File: src/shared/vpic_regs.svh
`ifndef VPIC_REGS_SVH
`define VPIC_REGS_SVH

// Register byte offsets on the Avalon-MM slave.
`define VPIC_OFF_TBASE    8'h00
`define VPIC_OFF_FLAGS    8'h04
`define VPIC_OFF_SRCSEL   8'h08
`define VPIC_OFF_CTRL0    8'h80

// Processor flag word fields.
`define VPIC_FLG_GEN      0
`define VPIC_FLG_DBG      1
`define VPIC_FLG_STK      2
`define VPIC_FLG_THR_LO   8
`define VPIC_FLG_THR_HI   10

// Source select register fields.
`define VPIC_SEL_TWI      0
`define VPIC_SEL_N8       6
`define VPIC_SEL_N9       7

// Per-source control register fields.
`define VPIC_CTL_LVL_HI   2
`define VPIC_CTL_REQ      3

// Vector tables.
`define VPIC_FIX_BASE     20'hFFFDC
`define VPIC_VAR_SIZE     9'h100
`define VPIC_BRK_UNSET    8'hFF
`define VPIC_FIRST_MASK   6'h04
`define VPIC_FIRST_KEEPU  6'h20

// Reset values.
`define VPIC_RST_TBASE    20'h00000
`define VPIC_RST_FLAGS    32'h00000000
`define VPIC_RST_SRCSEL   32'h00000000

`endif

File: src/shared/vpic_pkg.sv
package vpic_pkg;

  // Fixed slot order; the enum position is the slot index.
  typedef enum logic [3:0] {
    TRAP_UND,
    TRAP_OVF,
    TRAP_BRK,
    TRAP_ADDR,
    TRAP_STEP,
    TRAP_WDT,
    TRAP_DBC,
    TRAP_NMI,
    TRAP_RESET,
    TRAP_INTN
  } vpic_trap_e;

  typedef enum logic [1:0] {
    ST_IDLE,
    ST_FETCH,
    ST_BRKCHK,
    ST_DONE
  } vpic_state_e;

endpackage

File: src/design/vpic_ctrl.sv
`timescale 1ns/1ps
`include "vpic_regs.svh"
// Functional notes
// - An accepted request branches to the address held in its vector entry.
// - Fixed table starts at FFFDC, four-byte entries, low byte first.
// - Undefined opcode, overflow and break use the first three fixed slots.
// - Then address match, step, watchdog, debugger, NMI pin, reset on top.
// - Break vector whose low byte is FF falls back to variable entry 0.
// - Variable table is 256 bytes at the base, entries for numbers 0..63.
// - Variable entry address is base plus four times the number.
// - Numbers 4..14 are the listed timer, serial, DMA, key and A-D sources.
// - Numbers 15..20 are serial transmit/receive of channels 2, 0, 1.
// - Numbers 21..31 are timers A0-A4, B0-B2 and external inputs 0-2.
// - Numbers 8 and 9 pick their source by select bits 6 and 7.
// - Channel 2 two-wire mode turns its slots into not-ack and ack.
// - Break and software numbers 0..63 ignore the global enable flag.
// - One global enable flag gates all maskable sources, zero after reset.
// - Hardware sets a request bit and clears it on acceptance.
// - Software may clear a request bit by writing zero; never writes one.
// - Three-bit level per source: zero disables, 1 lowest to 7 highest.
// - Accept only with enable set, request set and level above threshold.
// - Enable, request, level and threshold are stored independently.
// - Request and level sit in the source's control register.
// - Maskable gating never applies to reset, NMI, watchdog or traps.
// - Threshold 7 blocks all maskable; threshold n admits n+1 and up.
// - Acceptance loads the threshold with the accepted level.
// - Acceptance clears enable, debug and stack flags; 32..63 keep stack.
module vpic_ctrl (
  input  wire logic        clk,
  input  wire logic        rstn,
  input  wire logic [7:0]  address,
  input  wire logic        read,
  input  wire logic        write,
  input  wire logic [31:0] writedata,
  input  wire logic [3:0]  byteenable,
  output logic      [31:0] readdata,
  output logic             waitrequest,
  input  wire logic [31:4] periphReq,
  input  wire logic [3:0]  altReq,
  input  wire logic        nmiPinN,
  input  wire logic        trapReq,
  input  wire logic [3:0]  trapKind,
  input  wire logic [5:0]  swNum,
  output logic             trapReady,
  output logic             vecRd,
  output logic      [19:0] vecAddr,
  input  wire logic [31:0] vecRdData,
  output logic             branchValid,
  output logic      [19:0] branchAddr,
  output logic      [5:0]  acceptNum
);

  function automatic logic [19:0] fixSlot(input logic [3:0] k);
    fixSlot = `VPIC_FIX_BASE + {14'h0000, k, 2'h0};
  endfunction

  function automatic logic [19:0] varSlot(input logic [19:0] b,
                                          input logic [5:0]  n);
    varSlot = b + {12'h000, n, 2'h0};
  endfunction

  logic [19:0] tbase_r;
  logic [31:0] flags_r;
  logic [31:0] srcsel_r;
  logic [2:0]  lvl_r [4:31];
  logic [31:4] req_r;
  logic        ack_r;
  logic [31:0] rdata_r;
  logic        nmiS1_r;
  logic        nmiS2_r;
  logic        nmiOld_r;
  logic        nmiPend_r;
  logic        rstPend_r;
  logic        trapPend_r;
  logic [3:0]  trapKind_r;
  logic [5:0]  swNum_r;
  vpic_pkg::vpic_state_e state_r;
  logic        brk_r;
  logic [5:0]  num_r;
  logic [19:0] vaddr_r;
  logic        vrd_r;
  logic [19:0] baddr_r;
  logic        bval_r;

  wire       busReq   = read | write;
  wire       busDo    = busReq & ~ack_r;
  // Writes land on the answer edge, where the master sees waitrequest low.
  wire       wrDo     = write & ack_r;
  wire       selTbase = address == `VPIC_OFF_TBASE;
  wire       selFlags = address == `VPIC_OFF_FLAGS;
  wire       selSrc   = address == `VPIC_OFF_SRCSEL;
  wire       selCtl   = address[7] & (address[1:0] == 2'h0);
  wire [4:0] ctlIdx   = address[6:2];
  wire       ctlOk    = selCtl & (ctlIdx >= 5'h04);
  wire       gEn      = flags_r[`VPIC_FLG_GEN];
  wire [2:0] thr      = flags_r[`VPIC_FLG_THR_HI:`VPIC_FLG_THR_LO];
  wire       idle     = state_r == vpic_pkg::ST_IDLE;

  // A second cycle always answers, so the slave never stalls longer.
  assign waitrequest = busReq & ~ack_r;

  // Alternate sources for the shared slots.
  logic [31:4] srcEvt;
  always_comb begin
    srcEvt = periphReq;
    if (srcsel_r[`VPIC_SEL_N8]) srcEvt[8] = altReq[0];
    if (srcsel_r[`VPIC_SEL_N9]) srcEvt[9] = altReq[1];
    if (srcsel_r[`VPIC_SEL_TWI]) begin
      srcEvt[15] = altReq[2];
      srcEvt[16] = altReq[3];
    end
  end

  // Best eligible maskable source; strict compare keeps ties on the lowest.
  logic       bestHit;
  logic [4:0] bestIdx;
  logic [2:0] bestLvl;
  always_comb begin
    bestHit = 1'b0;
    bestIdx = 5'h04;
    bestLvl = 3'h0;
    for (int i = 4; i < 32; i++) begin
      if (req_r[i] && lvl_r[i] > thr &&
          (!bestHit || lvl_r[i] > bestLvl)) begin
        bestHit = 1'b1;
        bestIdx = 5'(i);
        bestLvl = lvl_r[i];
      end
    end
  end

  wire takeRst  = idle & rstPend_r;
  wire takeNmi  = idle & ~rstPend_r & nmiPend_r;
  wire takeTrap = idle & ~rstPend_r & ~nmiPend_r & trapPend_r;
  wire takeMask = idle & ~rstPend_r & ~nmiPend_r & ~trapPend_r
                  & gEn & bestHit;
  wire takeAny  = takeRst | takeNmi | takeTrap | takeMask;
  wire trapIsSw = trapKind_r == 4'(vpic_pkg::TRAP_INTN);
  wire keepStk  = takeTrap & trapIsSw & (swNum_r >= `VPIC_FIRST_KEEPU);

  logic [19:0] takeAddr;
  logic [5:0]  takeNum;
  always_comb begin
    takeNum = 6'h00;
    if (takeRst)
      takeAddr = fixSlot(4'(vpic_pkg::TRAP_RESET));
    else if (takeNmi)
      takeAddr = fixSlot(4'(vpic_pkg::TRAP_NMI));
    else if (takeTrap && trapIsSw) begin
      takeAddr = varSlot(tbase_r, swNum_r);
      takeNum  = swNum_r;
    end else if (takeTrap)
      takeAddr = fixSlot(trapKind_r);
    else begin
      takeAddr = varSlot(tbase_r, {1'b0, bestIdx});
      takeNum  = {1'b0, bestIdx};
    end
  end

  wire brkLow = vecRdData[7:0] == `VPIC_BRK_UNSET;

  assign readdata    = rdata_r;
  assign trapReady   = ~trapPend_r;
  assign vecRd       = vrd_r;
  assign vecAddr     = vaddr_r;
  assign branchValid = bval_r;
  assign branchAddr  = baddr_r;
  assign acceptNum   = num_r;

  logic [31:0] rdNxt;
  always_comb begin
    rdNxt = 32'h00000000;
    if (selTbase) rdNxt = {12'h000, tbase_r};
    else if (selFlags) rdNxt = flags_r;
    else if (selSrc) rdNxt = srcsel_r;
    else if (ctlOk) rdNxt = {28'h0000000, req_r[ctlIdx], lvl_r[ctlIdx]};
  end

  always_ff @(posedge clk or negedge rstn) begin
    if (!rstn) begin
      ack_r   <= 1'b0;
      rdata_r <= 32'h00000000;
    end else begin
      ack_r   <= busDo;
      rdata_r <= (read & ~ack_r) ? rdNxt : rdata_r;
    end
  end

  always_ff @(posedge clk or negedge rstn) begin
    if (!rstn) begin
      tbase_r  <= `VPIC_RST_TBASE;
      srcsel_r <= `VPIC_RST_SRCSEL;
    end else if (wrDo && byteenable == 4'hF) begin
      if (selTbase) tbase_r <= writedata[19:0];
      if (selSrc) srcsel_r <= writedata;
    end
  end

  // Acceptance updates the flag word after a same-cycle software write.
  always_ff @(posedge clk or negedge rstn) begin
    if (!rstn) begin
      flags_r <= `VPIC_RST_FLAGS;
    end else begin
      if (wrDo && selFlags && byteenable == 4'hF)
        flags_r <= writedata;
      if (takeAny) begin
        flags_r[`VPIC_FLG_GEN] <= 1'b0;
        flags_r[`VPIC_FLG_DBG] <= 1'b0;
        if (!keepStk) flags_r[`VPIC_FLG_STK] <= 1'b0;
      end
      if (takeMask)
        flags_r[`VPIC_FLG_THR_HI:`VPIC_FLG_THR_LO] <= bestLvl;
    end
  end

  // Hardware set wins over both the software clear and acceptance.
  always_ff @(posedge clk or negedge rstn) begin
    if (!rstn) begin
      req_r <= '0;
      for (int i = 4; i < 32; i++) lvl_r[i] <= 3'h0;
    end else begin
      for (int i = 4; i < 32; i++) begin
        if (wrDo && ctlOk && ctlIdx == 5'(i) && byteenable[0]) begin
          lvl_r[i] <= writedata[`VPIC_CTL_LVL_HI:0];
          if (!writedata[`VPIC_CTL_REQ]) req_r[i] <= 1'b0;
        end
        if (takeMask && bestIdx == 5'(i)) req_r[i] <= 1'b0;
        if (srcEvt[i]) req_r[i] <= 1'b1;
      end
    end
  end

  always_ff @(posedge clk or negedge rstn) begin
    if (!rstn) begin
      nmiS1_r  <= 1'b1;
      nmiS2_r  <= 1'b1;
      nmiOld_r <= 1'b1;
    end else begin
      nmiS1_r  <= nmiPinN;
      nmiS2_r  <= nmiS1_r;
      nmiOld_r <= nmiS2_r;
    end
  end

  wire nmiFall = nmiOld_r & ~nmiS2_r;

  always_ff @(posedge clk or negedge rstn) begin
    if (!rstn) begin
      nmiPend_r  <= 1'b0;
      rstPend_r  <= 1'b1;
      trapPend_r <= 1'b0;
      trapKind_r <= 4'h0;
      swNum_r    <= 6'h00;
    end else begin
      rstPend_r <= rstPend_r & ~takeRst;
      nmiPend_r <= nmiFall | (nmiPend_r & ~takeNmi);
      if (takeTrap) trapPend_r <= 1'b0;
      if (trapReq && !trapPend_r) begin
        trapPend_r <= 1'b1;
        trapKind_r <= trapKind;
        swNum_r    <= swNum;
      end
    end
  end

  always_ff @(posedge clk or negedge rstn) begin
    if (!rstn) begin
      state_r <= vpic_pkg::ST_IDLE;
      vrd_r   <= 1'b0;
      vaddr_r <= 20'h00000;
      baddr_r <= 20'h00000;
      bval_r  <= 1'b0;
      brk_r   <= 1'b0;
      num_r   <= 6'h00;
    end else begin
      vrd_r  <= 1'b0;
      bval_r <= 1'b0;
      case (state_r)
        vpic_pkg::ST_IDLE: begin
          if (takeAny) begin
            vaddr_r <= takeAddr;
            vrd_r   <= 1'b1;
            num_r   <= takeNum;
            brk_r   <= takeTrap &
                       (trapKind_r == 4'(vpic_pkg::TRAP_BRK));
            state_r <= vpic_pkg::ST_FETCH;
          end
        end
        vpic_pkg::ST_FETCH: begin
          if (brk_r && brkLow) begin
            vaddr_r <= varSlot(tbase_r, 6'h00);
            vrd_r   <= 1'b1;
            brk_r   <= 1'b0;
            state_r <= vpic_pkg::ST_BRKCHK;
          end else begin
            baddr_r <= vecRdData[19:0];
            bval_r  <= 1'b1;
            state_r <= vpic_pkg::ST_DONE;
          end
        end
        vpic_pkg::ST_BRKCHK: begin
          baddr_r <= vecRdData[19:0];
          bval_r  <= 1'b1;
          state_r <= vpic_pkg::ST_DONE;
        end
        vpic_pkg::ST_DONE: state_r <= vpic_pkg::ST_IDLE;
        default: state_r <= vpic_pkg::ST_IDLE;
      endcase
    end
  end

  thr_block_a: assert property (
    @(posedge clk) disable iff (!rstn)
    (thr == 3'h7 && !rstPend_r) |-> !takeMask)
    else $error("Maskable taken at threshold seven.");

  gen_gate_a: assert property (
    @(posedge clk) disable iff (!rstn)
    takeMask |-> gEn && req_r[bestIdx] && lvl_r[bestIdx] > thr)
    else $error("Maskable taken without enable or level.");

  req_clear_a: assert property (
    @(posedge clk) disable iff (!rstn)
    (takeMask && !srcEvt[bestIdx]) |=> !req_r[$past(bestIdx)])
    else $error("Request bit not cleared on acceptance.");

  req_set_a: assert property (
    @(posedge clk) disable iff (!rstn)
    (srcEvt != 28'h0000000) |=> (req_r & $past(srcEvt)) == $past(srcEvt))
    else $error("Request event did not set its bit.");

  thr_load_a: assert property (
    @(posedge clk) disable iff (!rstn)
    takeMask |=> thr == $past(bestLvl))
    else $error("Threshold not loaded with accepted level.");

  flag_clear_a: assert property (
    @(posedge clk) disable iff (!rstn)
    (takeAny && !keepStk) |=> !flags_r[`VPIC_FLG_GEN]
      && !flags_r[`VPIC_FLG_DBG] && !flags_r[`VPIC_FLG_STK])
    else $error("Enable or stack flag survived acceptance.");

  stk_keep_a: assert property (
    @(posedge clk) disable iff (!rstn)
    (keepStk && !(wrDo && selFlags)) |=>
      flags_r[`VPIC_FLG_STK] == $past(flags_r[`VPIC_FLG_STK]))
    else $error("Stack flag changed for a high software number.");

  var_addr_a: assert property (
    @(posedge clk) disable iff (!rstn)
    takeMask |=> vrd_r && vaddr_r ==
      $past(tbase_r) + {13'h0000, $past(bestIdx), 2'h0})
    else $error("Variable vector address wrong.");

  rst_slot_a: assert property (
    @(posedge clk) disable iff (!rstn)
    takeRst |=> vaddr_r == 20'hFFFFC)
    else $error("Reset vector slot wrong.");

  nmi_slot_a: assert property (
    @(posedge clk) disable iff (!rstn)
    takeNmi |=> vrd_r && vaddr_r == 20'hFFFF8)
    else $error("Pin vector slot wrong.");

  vec_data_a: assert property (
    @(posedge clk) disable iff (!rstn)
    (state_r == vpic_pkg::ST_FETCH && !(brk_r && brkLow)) |=>
      bval_r && baddr_r == $past(vecRdData[19:0]))
    else $error("Branch target differs from fetched entry.");

  brk_fall_a: assert property (
    @(posedge clk) disable iff (!rstn)
    (state_r == vpic_pkg::ST_FETCH && brk_r && brkLow)
      |=> vrd_r && vaddr_r == $past(tbase_r) ##1 bval_r ##1 !bval_r)
    else $error("Break fallback fetch wrong.");

  sw_clear_a: assert property (
    @(posedge clk) disable iff (!rstn)
    (wrDo && ctlOk && byteenable[0] && !writedata[`VPIC_CTL_REQ]
     && ctlIdx >= 5'h04 && !srcEvt[ctlIdx]) |=> !req_r[$past(ctlIdx)])
    else $error("Software clear of request ignored.");

endmodule

File: config.mk
export PLATFORM = sky130hd
export DESIGN_NAME = vpic_ctrl
export DESIGN_NICKNAME = d
export VERILOG_FILES = /design/src/shared/vpic_pkg.sv /design/src/design/vpic_ctrl.sv
export VERILOG_INCLUDE_DIRS = /design/src /design/src/shared
export SDC_FILE = /design/constraint.sdc
export NUM_CORES = 1
export LEC_CHECK = 0
export BUFFER_PORTS_ARGS = -buffer_cell sky130_fd_sc_hd__buf_2
export CORE_ASPECT_RATIO = 1.4
export CORE_UTILIZATION = 30
export DETAILED_ROUTE_END_ITERATION = 12
export GPL_TIMING_DRIVEN = 1
export HOLD_SLACK_MARGIN = 0.02
export SYNTH_ARGS = -nofsm -noshare
export SYNTH_HDL_FRONTEND = slang
export SYNTH_SLANG_ARGS = --single-unit
File: constraint.sdc
create_clock -name clk -period 113.9 [get_ports clk]
set_input_delay 22.78 -clock clk [delete_from_list [all_inputs] [get_ports clk]]
set_output_delay 22.78 -clock clk [all_outputs]
set_load 0.02 [all_outputs]
==> reports/qor.yml <==
slowest_stage: "or4_1"
dr.pass1.iters: 5
p_per_area_mw_per_mm2: 14.9
setup_viol: 0
avgSynthCellArea_um2: 9.60
leakagePower_uw: 0.0108
fin_crit_ps: 48520
cts.sinks: 296
crit_type: "reg -> reg"
p_total_uw: 345
initial_core_util_pct: 30.3
syn_nets: 2397
synthArstFlopShare_pct: 100
cpMostUsedCell: "a21oi_1"
core_mm2: 0.0667
maxSlewViolCount: 0
cap_violations: 0
std_cell_rows: 112
tightest_slew_ps: 1130
cts-resized-gates: 0
final_cell_mix: "dfrtp_1 (292), nand2_1 (211), buf_2 (191), mux2_2 (181), o21ai_0 (180)"
synth_edf_count: 0
dr.first_iter.drc_count: 1239
regArea_mm2: 0.00741
synth_top_area_share_pct: 36.2
vdd_ir_drop_max_mv: 0.0139
syn2layout_area_growth_pct: 14.5
max_freq_mhz: 20.6
grt_max_degree: 169
nNetsFinal: 2558
multi_input_area_mm2: 0.0120
synth_ff_type: "dfrtp_1"
worstPathArrival_ps: 49010
grt_pass1_wl_um: 104000
ys_types: 95
io_buffers: 193
yosys.area.top_type: "dfrtp_1"
vias: 17500
clockBufferDepth: 3
path_delay_family: "compound AO/OA/AOI/OAI gates"
ctsHoldBuffers: 0
drc: 0
startpoint_type: "flip-flop"
overflow: 0
die_h_um: 309
cp-end-kind: "flip-flop"
totalWireLength_um: 68400
nFillCells: 6777
vias_per_cell: 5.55
mostFrequentLayoutCell: "dfrtp_1"
cp_slowest_stage_delay_ps: 600
syn_area_mm2: 0.0202
h-tree-depth: 1
synthCells: 2106
post-cts-setup-buffers: 0
cts_tree: "done"
worstPathMaxFanout: 11
ant_nets: 0
finalCritPeriodShare_pct: 42.6
antenna_found_initial: 10
status: "finished, final reports clean"
ios: 206
chipWidth_um: 221
rsz0062_at_grt: "no"
ys_seq_area_share_pct: 36.7
grt_pass1_vias: 17700
place_congestion: 0.966
clk_latency_ps: 610
die_area_mm2: 0.0684
synth_seq_cells: 296
tns_ps: 0
path_clk_slew_ps: 70
clockRootBuffer: "clkbuf_16"
hold_viol_final: 0
critPathBufInv: 14
grt_usage_pct: 19.6
cts_buffers: 30
post-dp-hpwl_um: 51500
cp.required_ps: 114390
synth_area_leaders: "dfrtp_1 (36%), ha_1 (10%), mux2_2 (10%)"
skew_ps: 27.0
drive_gt1_share_pct: 22.8
post_drt_wl_per_cell_um: 21.7
slew_headroom_pct: 24.6
hold_path_class: "reg -> reg"
ys_warn_count: 0
-- layer usage --
metal	global-route usage (%)	share of wire [%]
met3	3.03	5.3
met2	35.4	50
met1	22.0	39
met4	10.6	5.6
met5	0	0.088
-- cells by family after synthesis --
logic type               after synthesis  share of synthesized area (%)
AO/OA/AOI/OAI                        597                           19.3
XOR/XNOR                              13                          0.563
adder cells (fa/ha/maj)              169                           10.5
buffers and inverters                210                           3.99
flip-flops                           296                           36.7
multiplexers                         247                           15.3
AND/OR/NAND/NOR                      574                           13.6
-- cell usage after synthesis (12+ instances only) --
library cell  instances
dfrtp_1             292
nand2_1             211
mux2_2              181
o21ai_0             180
ha_1                165
a21oi_1             132
inv_1               126
nor2_1              102
clkbuf_1             66
nand3_1              57
nor2b_1              52
mux2i_1              34
mux4_2               32
nor3_1               30
a21o_1               26
a22oi_1              25
a31oi_1              21
o21a_1               20
nand2b_1             18
o22ai_1              18
and3_1               17
or3_1                16
nand4_1              14
o211ai_1             12
or2_2                12
-- power by group --
group | total (uW) | switching [uW] | internal [uW]
clock network | 107 | 44.8 | 62.6
registers | 125 | 9.24 | 116
logic | 112 | 71.5 | 40.6
-- metrics by stage --
stage	utilization (%)	cells	instance area [um2]	hold slack, ps	setup WS, ps
6_report	34.7	3147	23100	361	65380
5_1_grt	34.7	3147	23100	365	61430
4_1_cts	34.7	3144	23100	364	65970
3_5_place_dp	33.1	3090	22100	354	66240
3_3_place_gp	33.1	3090	22100	356	67200
2_1_floorplan	-	2106	20200	345	68010
-- cell type report --
type,count,share of cell area [%]
multi-input cells,1600,51.8
clock buffers,45,3.83
well taps,855,4.62
repair buffers,211,4.87
diodes,3,0.0324
flip-flops and latches,296,32.0
clock inverters,9,0.708
inverters,128,2.08
-- worst paths after layout --
kind                                           endpoint                   from  slack, ps  cells after the start
worst max-delay path            vecAddr[18]$_DFFE_PN0P_  lvl_r[83]$_DFFE_PN0P_      65380                    231
worst min-delay path                  nmiS2_r$_DFF_PN1_      nmiS1_r$_DFF_PN1_        360                      0
worst max register to register  vecAddr[18]$_DFFE_PN0P_  lvl_r[83]$_DFFE_PN0P_      65380                    231
worst min register to register        nmiS2_r$_DFF_PN1_      nmiS1_r$_DFF_PN1_        360                      0
max in group asynchronous         lvl_r[18]$_DFFE_PN0P_                   rstn      90030                      2
min in group asynchronous       flags_r[30]$_DFFE_PN0P_                   rstn      22320                      1
-- registers in the layout, summed over array words and instances (netlist names), 2 cells and up --
signal / flops
vecAddr: 20
req_r: 28
swNum_r: 6
acceptNum: 6
readdata: 32
branchAddr: 20
flags_r: 32
tbase_r: 20
trapKind_r: 4
lvl_r: 84
state_r: 2
srcsel_r: 32
-- worst register-to-register path: cells and delay by family, from the launching register on --
kind / cells / cell delay (ps)
AOI/OAI and AO/OA: 131 / 26680
and+or+nand+nor: 51 / 9440
adders and majority gates: 31 / 9020
buffers and inverters: 14 / 1570
muxes: 3 / 1080
DFF: 1 / 450
xor gates and xnor gates: 1 / 150
Power figures use the tool's default switching activity.
